==> src/can_pm_pkg.sv <==
// Constants and types shared by the CAN power mode and protection block
package can_pm_pkg;

    // ==========================================================
    // Clock and timing
    localparam int CLK_PERIOD_NS   = 40;
    localparam int WAKE_FILTER_NS  = 2000;
    // Least time, so rounded up
    localparam int WAKE_FILTER_CYC =
        (WAKE_FILTER_NS + CLK_PERIOD_NS - 1) / CLK_PERIOD_NS;
    localparam int FILT_W          = 7;
    localparam logic [FILT_W-1:0] FILT_LAST =
        FILT_W'(WAKE_FILTER_CYC - 1);
    // Last count of the recessive bits needed to join the bus (eleven bits)
    localparam logic [3:0] JOIN_LAST = 4'hA;

    // ==========================================================
    // Register byte offsets
    localparam logic [7:0] OFS_CTRL0   = 8'h00;
    localparam logic [7:0] OFS_CTRL1   = 8'h04;
    localparam logic [7:0] OFS_BTR0    = 8'h08;
    localparam logic [7:0] OFS_BTR1    = 8'h0C;
    localparam logic [7:0] OFS_ACCCTL  = 8'h10;
    localparam logic [7:0] OFS_PATTERN = 8'h14;
    localparam logic [7:0] OFS_MASK    = 8'h18;
    localparam logic [7:0] OFS_ERRCNT  = 8'h1C;
    localparam logic [7:0] OFS_STATUS  = 8'h20;

    // ==========================================================
    // Field positions in module_control_first
    localparam int B_SOFT_RESET = 0;
    localparam int B_SLEEP_REQ  = 1;
    localparam int B_SLEEP_ACK  = 2;
    localparam int B_WAKE_IE    = 3;
    localparam int B_TLINK_EN   = 4;
    // Field position in module_control_second
    localparam int B_WAKE_FILT  = 0;

    // ==========================================================
    // Reset values
    localparam logic       RST_SOFT_RESET = 1'b1;
    localparam logic [7:0] RST_BYTE       = 8'h00;
    localparam logic [31:0] RST_WORD      = 32'h0000_0000;
    localparam logic       RECESSIVE      = 1'b1;

    // ==========================================================
    // Operating modes
    typedef enum logic [1:0] {
        MODE_NORMAL     = 2'b00,
        MODE_SLEEP      = 2'b01,
        MODE_SOFT_RESET = 2'b10,
        MODE_POWER_DOWN = 2'b11
    } mode_t;

endpackage

==> src/wake_if.sv <==
// Wake detector connection between controller and receive line filter
`timescale 1ns/1ps
interface wake_if;
    logic rx_pin;
    logic filter_en;
    logic armed;
    logic activity;

    modport filt (input rx_pin, input filter_en, input armed, output activity);
    modport user (output rx_pin, output filter_en, output armed, input activity);
endinterface

==> src/wake_filter.sv <==
// Bus activity detector with optional low-pass filter on the receive line
`timescale 1ns/1ps
module wake_filter (
    // Clock and reset
    input  wire logic clk,
    input  wire logic reset_n,
    // Controller side
    wake_if.filt      wk
);

    typedef struct packed {
        logic [can_pm_pkg::FILT_W-1:0] cnt;
        logic                          activity;
    } filt_state_t;

    filt_state_t s;
    filt_state_t next_s;

    // ==========================================================
    // Dominant level detection
    always_comb begin
        next_s = s;
        next_s.activity = 1'b0;
        if (!wk.armed || wk.rx_pin == can_pm_pkg::RECESSIVE) begin
            next_s.cnt = '0;
        end else if (!wk.filter_en) begin
            next_s.activity = 1'b1;
        end else if (s.cnt == can_pm_pkg::FILT_LAST) begin
            next_s.activity = 1'b1; // see [RQ20]
        end else begin
            next_s.cnt = s.cnt + 1'b1;
        end
    end

    always_ff @(posedge clk or negedge reset_n) begin
        if (!reset_n) begin
            s <= '0;
        end else begin
            s <= next_s;
        end
    end

    assign wk.activity = s.activity;

endmodule // wake_filter

==> src/can_power_mode_protection.sv <==
// CAN controller mode, low-power sequencing and protection logic
//
// Contract
// [RQ1] Error counters ignore every write attempt
// [RQ2] Configuration registers writable only in soft reset
// [RQ3] Transmit pin recessive in any low-power mode
// [RQ4] Mode from CPU stop, acknowledge, soft reset
// [RQ5] Wake interrupt only with acknowledge and enable
// [RQ6] Sleep waits until no transmission remains
// [RQ7] Sleep waits for current reception to finish
// [RQ8] Sleep holds acknowledge, stops protocol clocks
// [RQ9] Bus-off recovery count pauses during sleep
// [RQ10] Sleep defers buffer copy and aborts
// [RQ11] Wake on activity, request clear, soft reset
// [RQ12] Request clear refused until acknowledge set
// [RQ13] Join bus after eleven recessive bits
// [RQ14] Deferred actions run after wake-up
// [RQ15] Soft reset halts transfers at once
// [RQ16] Software sleeps before soft reset or stop
// [RQ17] Power down aborts all, no register access
// [RQ18] Bus activity wakes MCU, then resynchronise
// [RQ19] CPU wait keeps block active, interrupts wake
// [RQ20] Optional glitch filter on receive line
// [RQ21] One-bit timer pulse after each valid frame
// [RQ22] Timer pulse gated by timer link enable
// [RQ23] Acknowledge cleared on leaving sleep
//
// Our own choices: the placing of the registers and the APB slave port.
`timescale 1ns/1ps
module can_power_mode_protection (
    // Clock and reset
    input  wire logic        clk,
    input  wire logic        reset_n,
    // APB slave
    input  wire logic        psel,
    input  wire logic        penable,
    input  wire logic        pwrite,
    input  wire logic [7:0]  paddr,
    input  wire logic [31:0] pwdata,
    output logic      [31:0] prdata,
    output logic             pready,
    output logic             pslverr,
    // CPU state
    input  wire logic        cpu_stop,
    input  wire logic        cpu_wait,
    // Protocol engine status
    input  wire logic        tx_busy,
    input  wire logic        rx_busy,
    input  wire logic        bus_off,
    input  wire logic        bit_tick,
    input  wire logic        frame_valid,
    input  wire logic        engine_tx,
    input  wire logic [7:0]  rx_error_count,
    input  wire logic [7:0]  tx_error_count,
    input  wire logic        tx_irq,
    input  wire logic        rx_irq,
    input  wire logic        err_irq,
    // Protocol engine control
    output logic             protocol_clock_en,
    output logic             hold_deferred,
    output logic             engine_halt,
    output logic             bus_joined,
    output logic             recovery_count_en,
    // CAN pins
    input  wire logic        can_receive_pin,
    output logic             can_transmit_pin,
    // System events
    output logic             wakeup_irq,
    output logic             mcu_wake,
    output logic             timer_capture
);

    typedef struct packed {
        logic              soft_reset_request;
        logic              sleep_request_bit;
        logic              sleep_acknowledge_flag;
        logic              wakeup_irq_enable;
        logic              timer_link_enable;
        logic [7:0]        module_control_second;
        logic [7:0]        bus_timing_first;
        logic [7:0]        bus_timing_second;
        logic [7:0]        acceptance_control;
        logic [31:0]       acceptance_patterns;
        logic [31:0]       acceptance_masks;
        can_pm_pkg::mode_t mode;
        logic              joined;
        logic [3:0]        sync_cnt;
        logic              link_pulse;
        logic              tx_pin;
        logic              capture;
        logic              wake_irq;
        logic              wake_mcu;
        logic              clk_en;
        logic              hold;
        logic              halt;
        logic              recovery_en;
        logic              ready;
        logic              slverr;
        logic [31:0]       rdata;
    } state_t;

    state_t s;
    state_t next_s;

    wake_if wk ();

    logic setup_done;
    logic wr_go;
    logic bus_act;
    logic low_power;

    // ==========================================================
    // Wake detector
    assign wk.rx_pin    = can_receive_pin;
    assign wk.filter_en = s.module_control_second[can_pm_pkg::B_WAKE_FILT];
    assign wk.armed     = s.sleep_acknowledge_flag | cpu_stop;
    assign bus_act      = wk.activity;

    wake_filter wake_filter_inst (
        .clk     (clk),
        .reset_n (reset_n),
        .wk      (wk.filt)
    );

    // ==========================================================
    // Bus phase decode
    assign setup_done = psel & penable & ~s.ready;
    assign wr_go      = psel & penable & s.ready & pwrite & ~cpu_stop; // see [RQ17]

    // ==========================================================
    // Next state
    always_comb begin
        next_s = s;

        // Answer one cycle into the access phase
        next_s.ready  = setup_done;
        next_s.slverr = 1'b0;
        next_s.rdata  = '0;
        if (setup_done) begin
            if (cpu_stop) begin
                next_s.slverr = 1'b1; // see [RQ17]
            end else begin
                case (paddr)
                    can_pm_pkg::OFS_CTRL0: begin
                        next_s.rdata[can_pm_pkg::B_SOFT_RESET] = s.soft_reset_request;
                        next_s.rdata[can_pm_pkg::B_SLEEP_REQ]  = s.sleep_request_bit;
                        next_s.rdata[can_pm_pkg::B_SLEEP_ACK]  = s.sleep_acknowledge_flag;
                        next_s.rdata[can_pm_pkg::B_WAKE_IE]    = s.wakeup_irq_enable;
                        next_s.rdata[can_pm_pkg::B_TLINK_EN]   = s.timer_link_enable;
                    end
                    can_pm_pkg::OFS_CTRL1:   next_s.rdata[7:0] = s.module_control_second;
                    can_pm_pkg::OFS_BTR0:    next_s.rdata[7:0] = s.bus_timing_first;
                    can_pm_pkg::OFS_BTR1:    next_s.rdata[7:0] = s.bus_timing_second;
                    can_pm_pkg::OFS_ACCCTL:  next_s.rdata[7:0] = s.acceptance_control;
                    can_pm_pkg::OFS_PATTERN: next_s.rdata = s.acceptance_patterns;
                    can_pm_pkg::OFS_MASK:    next_s.rdata = s.acceptance_masks;
                    can_pm_pkg::OFS_ERRCNT:  next_s.rdata[15:0] =
                                                 {tx_error_count, rx_error_count};
                    can_pm_pkg::OFS_STATUS: begin
                        next_s.rdata[1:0] = s.mode;
                        next_s.rdata[2]   = s.joined;
                        next_s.rdata[7:4] = s.sync_cnt;
                    end
                    default: next_s.slverr = 1'b1;
                endcase
            end
        end

        // Register writes; counters have no write path
        if (wr_go) begin
            case (paddr)
                can_pm_pkg::OFS_CTRL0: begin
                    next_s.soft_reset_request = pwdata[can_pm_pkg::B_SOFT_RESET];
                    next_s.wakeup_irq_enable  = pwdata[can_pm_pkg::B_WAKE_IE];
                    next_s.timer_link_enable  = pwdata[can_pm_pkg::B_TLINK_EN];
                    if (pwdata[can_pm_pkg::B_SLEEP_REQ]) begin
                        next_s.sleep_request_bit = 1'b1;
                    end else if (s.sleep_acknowledge_flag) begin
                        next_s.sleep_request_bit = 1'b0; // see [RQ12]
                    end
                end
                can_pm_pkg::OFS_CTRL1: begin
                    if (s.soft_reset_request) begin
                        next_s.module_control_second = pwdata[7:0]; // see [RQ2]
                    end
                end
                can_pm_pkg::OFS_BTR0: begin
                    if (s.soft_reset_request) begin
                        next_s.bus_timing_first = pwdata[7:0]; // see [RQ2]
                    end
                end
                can_pm_pkg::OFS_BTR1: begin
                    if (s.soft_reset_request) begin
                        next_s.bus_timing_second = pwdata[7:0]; // see [RQ2]
                    end
                end
                can_pm_pkg::OFS_ACCCTL: begin
                    if (s.soft_reset_request) begin
                        next_s.acceptance_control = pwdata[7:0]; // see [RQ2]
                    end
                end
                can_pm_pkg::OFS_PATTERN: begin
                    if (s.soft_reset_request) begin
                        next_s.acceptance_patterns = pwdata; // see [RQ2]
                    end
                end
                can_pm_pkg::OFS_MASK: begin
                    if (s.soft_reset_request) begin
                        next_s.acceptance_masks = pwdata; // see [RQ2]
                    end
                end
                default: ; // see [RQ1]
            endcase
        end

        // Sleep handshake
        if (s.sleep_acknowledge_flag) begin
            if (bus_act || !next_s.sleep_request_bit || next_s.soft_reset_request) begin
                next_s.sleep_acknowledge_flag = 1'b0; // see [RQ11] [RQ23]
                if (bus_act) begin
                    next_s.sleep_request_bit = 1'b0;
                end
            end
        end else if (next_s.sleep_request_bit && !next_s.soft_reset_request
                     && !cpu_stop && !tx_busy && !rx_busy) begin
            next_s.sleep_acknowledge_flag = 1'b1; // see [RQ6] [RQ7] [RQ8]
        end

        // Mode decode
        if (cpu_stop) begin
            next_s.mode = can_pm_pkg::MODE_POWER_DOWN; // see [RQ4] [RQ17]
        end else if (next_s.soft_reset_request) begin
            next_s.mode = can_pm_pkg::MODE_SOFT_RESET; // see [RQ4] [RQ15]
        end else if (next_s.sleep_acknowledge_flag) begin
            next_s.mode = can_pm_pkg::MODE_SLEEP; // see [RQ4]
        end else begin
            next_s.mode = can_pm_pkg::MODE_NORMAL; // see [RQ4]
        end
        low_power = next_s.mode != can_pm_pkg::MODE_NORMAL;

        // Resynchronisation before taking part on the bus
        if (low_power) begin
            next_s.joined   = 1'b0;
            next_s.sync_cnt = '0;
        end else if (!s.joined && bit_tick) begin
            if (can_receive_pin != can_pm_pkg::RECESSIVE) begin
                next_s.sync_cnt = '0;
            end else if (s.sync_cnt == can_pm_pkg::JOIN_LAST) begin
                next_s.joined   = 1'b1; // see [RQ13] [RQ18]
                next_s.sync_cnt = '0;
            end else begin
                next_s.sync_cnt = s.sync_cnt + 1'b1;
            end
        end

        // Engine control
        next_s.tx_pin = (low_power || !s.joined) ? can_pm_pkg::RECESSIVE
                                                 : engine_tx; // see [RQ3]
        next_s.clk_en      = !low_power; // see [RQ8] [RQ17]
        next_s.hold        = next_s.mode == can_pm_pkg::MODE_SLEEP; // see [RQ10] [RQ14]
        next_s.halt        = next_s.mode == can_pm_pkg::MODE_SOFT_RESET
                           || next_s.mode == can_pm_pkg::MODE_POWER_DOWN; // see [RQ15]
        next_s.recovery_en = bus_off && !low_power; // see [RQ9]

        // Wake events
        next_s.wake_irq = bus_act && s.sleep_acknowledge_flag
                          && s.wakeup_irq_enable; // see [RQ5]
        next_s.wake_mcu = (cpu_stop && bus_act)
                          || (cpu_wait && (tx_irq || rx_irq || err_irq)); // see [RQ18] [RQ19]

        // Timer link pulse, one bit long
        if (frame_valid && s.joined && !low_power) begin
            next_s.link_pulse = 1'b1; // see [RQ21]
        end else if (bit_tick) begin
            next_s.link_pulse = 1'b0;
        end
        next_s.capture = s.link_pulse && s.timer_link_enable; // see [RQ22]
    end

    // ==========================================================
    // State register
    always_ff @(posedge clk or negedge reset_n) begin
        if (!reset_n) begin
            s                       <= '0;
            s.soft_reset_request    <= can_pm_pkg::RST_SOFT_RESET;
            s.module_control_second <= can_pm_pkg::RST_BYTE;
            s.bus_timing_first      <= can_pm_pkg::RST_BYTE;
            s.bus_timing_second     <= can_pm_pkg::RST_BYTE;
            s.acceptance_control    <= can_pm_pkg::RST_BYTE;
            s.acceptance_patterns   <= can_pm_pkg::RST_WORD;
            s.acceptance_masks      <= can_pm_pkg::RST_WORD;
            s.mode                  <= can_pm_pkg::MODE_SOFT_RESET;
            s.tx_pin                <= can_pm_pkg::RECESSIVE;
            s.halt                  <= 1'b1;
        end else begin
            s <= next_s;
        end
    end

    // ==========================================================
    // Outputs
    assign prdata            = s.rdata;
    assign pready            = s.ready;
    assign pslverr           = s.slverr;
    assign protocol_clock_en = s.clk_en;
    assign hold_deferred     = s.hold;
    assign engine_halt       = s.halt;
    assign bus_joined        = s.joined;
    assign recovery_count_en = s.recovery_en;
    assign can_transmit_pin  = s.tx_pin;
    assign wakeup_irq        = s.wake_irq;
    assign mcu_wake          = s.wake_mcu;
    assign timer_capture     = s.capture;
endmodule // can_power_mode_protection

==> config.mk <==
export PLATFORM = sky130hd
export DESIGN_NAME = can_power_mode_protection
export DESIGN_NICKNAME = d
export VERILOG_FILES = /design/src/can_pm_pkg.sv /design/src/wake_if.sv /design/src/wake_filter.sv /design/src/can_power_mode_protection.sv
export SDC_FILE = /design/constraint.sdc
export NUM_CORES = 1
export LEC_CHECK = 0
export ABC_AREA = 0
export BUFFER_PORTS_ARGS = -buffer_cell sky130_fd_sc_hd__buf_2
export CELL_PAD_IN_SITES_DETAIL_PLACEMENT = 1
export CELL_PAD_IN_SITES_GLOBAL_PLACEMENT = 1
export CORE_MARGIN = 5
export CORE_UTILIZATION = 46
export DETAILED_ROUTE_END_ITERATION = 8
export PLACE_DENSITY_LB_ADDON = 0.3
export SYNTH_ARGS = -nofsm -noshare
export SYNTH_HDL_FRONTEND = slang
export SYNTH_SLANG_ARGS = --single-unit
==> constraint.sdc <==
create_clock -name clk -period 2.4 [get_ports clk]
set_clock_uncertainty 0.1 [all_clocks]
set_input_delay 0.24 -clock clk [delete_from_list [all_inputs] [get_ports clk]]
set_output_delay 0.24 -clock clk [all_outputs]
set_load 0.005 [all_outputs]
==> metrics.txt <==
Top FF cell, synth=dfrtp_1; top post-synthesis cells by area=dfrtp_1, mux2_2, buf_4, a22oi_1, nor2_1; commonest non-fill, non-tap cell in the layout=dfrtp_1; 1st-iter DRT viols=251; distinct cell type count after synthesis=66; Avg WL per Cell=20.98 um; GR Layer Usage met3=0.04434; met2 usage=0.3852; crit-path max FO=8; Rel. slew slack=0.5369; Post-DP Area=0.007990 sq mm; power after layout=5.634 mW; Yosys top cell by area=dfrtp_1; sequential cell area=0.003958 sq mm; total negative slack=0 ps; MaxCap Viol Count=0; TritonCTS clock tree=yes; Final Cycle Share=0.9789; syn avg cell area=12.61 sq um; die footprint=0.01820 sq mm; post-route ant nets=0; Worst Setup Start Kind=flop; Critical Path End=s[127]; worst flop-to-flop path endpoint=s[127]; net count after synthesis=646; vias in the first global route=5851; area of the mapped netlist=0.007176 sq mm; layout cell share with drive strength beyond 1=0.4341; Yosys warnings=0; DP Cell Count=873; commonest non-fill, non-tap cells in the layout=dfrtp_1, buf_2, mux2_2; Filler cells=1571; core area=0.01526 sq mm; Reg2Reg Depth=5; Post-synth ARST share=1.000; Hold WS=31.35 ps; Most Used Layer, Global Route=met2; deepest clock path buffer count=2; slew at the pin closest to its max-slew limit=693.2 ps; Mapped Cells=569; DP HPWL=13500 um; I/O pin cnt=116; area of the multi-input gates=0.002865 sq mm; Finished Layout Cells=939; reg2reg setup slack=50 ps; Final #Nets=792; crit path from=s[150]; initial antenna violation count=0; Synth top area share=0.5405; sequential fraction of the synthesis area=0.5515; CTS sink count=158; hold crit path type=in2reg; Design Area, Final=0.008900 sq mm; Crit Path Class=reg2reg; Leak Pwr=4.351 nW; CP Data Arrival Time=2550 ps; final hold vios=0; Worst setup EP type=flop; Post-synth EDFFs=0; Yosys reg bits=158; GRT Util Overall=0.2225; Pre-antenna DRT Iters=4; Critical Path RT=2600 ps; diode count=0; CTS root buf=clkbuf_16; first-pass GRT wire length=31350 um; Layout Utilization=0.5833; Overflow after GRT=0; IO Port Bufs=115; clock period minus worst slack=2349 ps; GRT met1 Usage=0.2768; clk_lat worst skew=420 ps; Setup violations, final=0; Vias=5163; largest net degree at the start of global routing=62; area grow syn2layout=24.03%; DRC=0; Slew Viols, Final=0; GPL Wtd Cong=0.8870; Critical R2R Launch=s[150]; pre-CTS WS=54.15 ps; status=finished, final reports clean; DIE WIDTH=134.9 um; worst vdd ir=0.0004963 V; f_max=425.6 MHz; H-tree depth=4; Inserted Clock Buffers=17; Initial Util=0.4703; Die Ht=134.9 um; Routed WL=19700 um; site row count=45; clock slew at reported path FFs=60 ps; average vias per placed instance=5.498; final setup margin=50.61 ps; PwrDens=633.0 mW/mm^2
-- sequential cells by signal (all words and copies together), names as in the netlist --
name / count
timer_capture: 1
wake_filter_inst.wk.activity: 1
prdata: 32
protocol_clock_en: 1
can_transmit_pin: 1
wake_filter_inst.s: 7
pready: 1
bus_joined: 1
pslverr: 1
recovery_count_en: 1
mcu_wake: 1
hold_deferred: 1
engine_halt: 1
wakeup_irq: 1
s: 107
-- final cells by class --
class,count,area share
clock buffers,20,0.05019
flip-flops and latches,158,0.4447
repair buffers,182,0.1368
clock inverters,12,0.01336
multi-input cells,348,0.3219
inverters,8,0.003374
well taps,211,0.02966
-- worst min-delay path by stage --
stage	startpoint	to	slack, ps	depth (start not counted)
after detailed placement	reset_n	bus_joined	170	1
after global placement	reset_n	s[45]	160	1
after CTS	cpu_stop	mcu_wake	8	3
after floorplan	reset_n	bus_joined	-160	0
final	cpu_stop	mcu_wake	30	3
after global routing	psel	pready	30	3
-- kinds of logic (layout without fill, tap and decap cells) --
family	after synthesis	in the layout	synth area share
buffers and inverters	63	222	0.05196
flip-flops	158	158	0.5515
multiplexers	125	125	0.1995
XOR/XNOR	4	4	0.004883
AO/OA/AOI/OAI	83	83	0.08649
adder cells (fa/ha/maj)	4	4	0.006975
AND/OR/NAND/NOR	132	132	0.09870
-- power by group --
part | total [mW] | internal [mW] | switching [mW]
logic | 0.351 | 0.148 | 0.203
clock network | 2.60 | 1.55 | 1.05
registers | 2.68 | 2.67 | 0.00823
total | 5.63 | 4.37 | 1.27
-- what timing repair did --
| item | CTS | global route |
|---|---|---|
| gates resized for setup | 0 | 1 |
| endpoints found under the setup margin | 0 | 9 |
| hold buffers | 33 | 0 |
| endpoints found under the hold margin | 110 | 0 |
| buffers inserted | 0 | 1 |
-- cells in the mapped netlist (all sizes together) (3+ instances only) --
library cell  instances
nor2b                 3
mux2i                 8
or2                   3
a32oi                 3
dfrtp               155
o21ai                 9
nand3b                3
nand2b                3
and3                  3
or4                   4
mux4                  3
or3                   5
ha                    4
and2                  3
dfstp                 3
nand4                 3
nor3                 10
nor2                 47
nand3                12
inv                   8
o31ai                 3
xor2                  3
buf                  43
a22o                  6
a31oi                 3
a21oi                14
mux2                114
a22oi                28
clkbuf               12
nor4                  4
nand2                21
-- critical path, stage by stage (launching register included) --
cell	delay, ps
dfstp_2	580
inv_1	50
or3_1	400
or2_2	380
nor2_4	330
mux2_2	390
-- per-layer routing --
layer  routed length, um  up-vias
met5                   0        -
met4                 382        0
met3                 883       31
met2               10270      138
met1                8169     2672
li1                    -     2322
(Power assumes the default switching activity.)
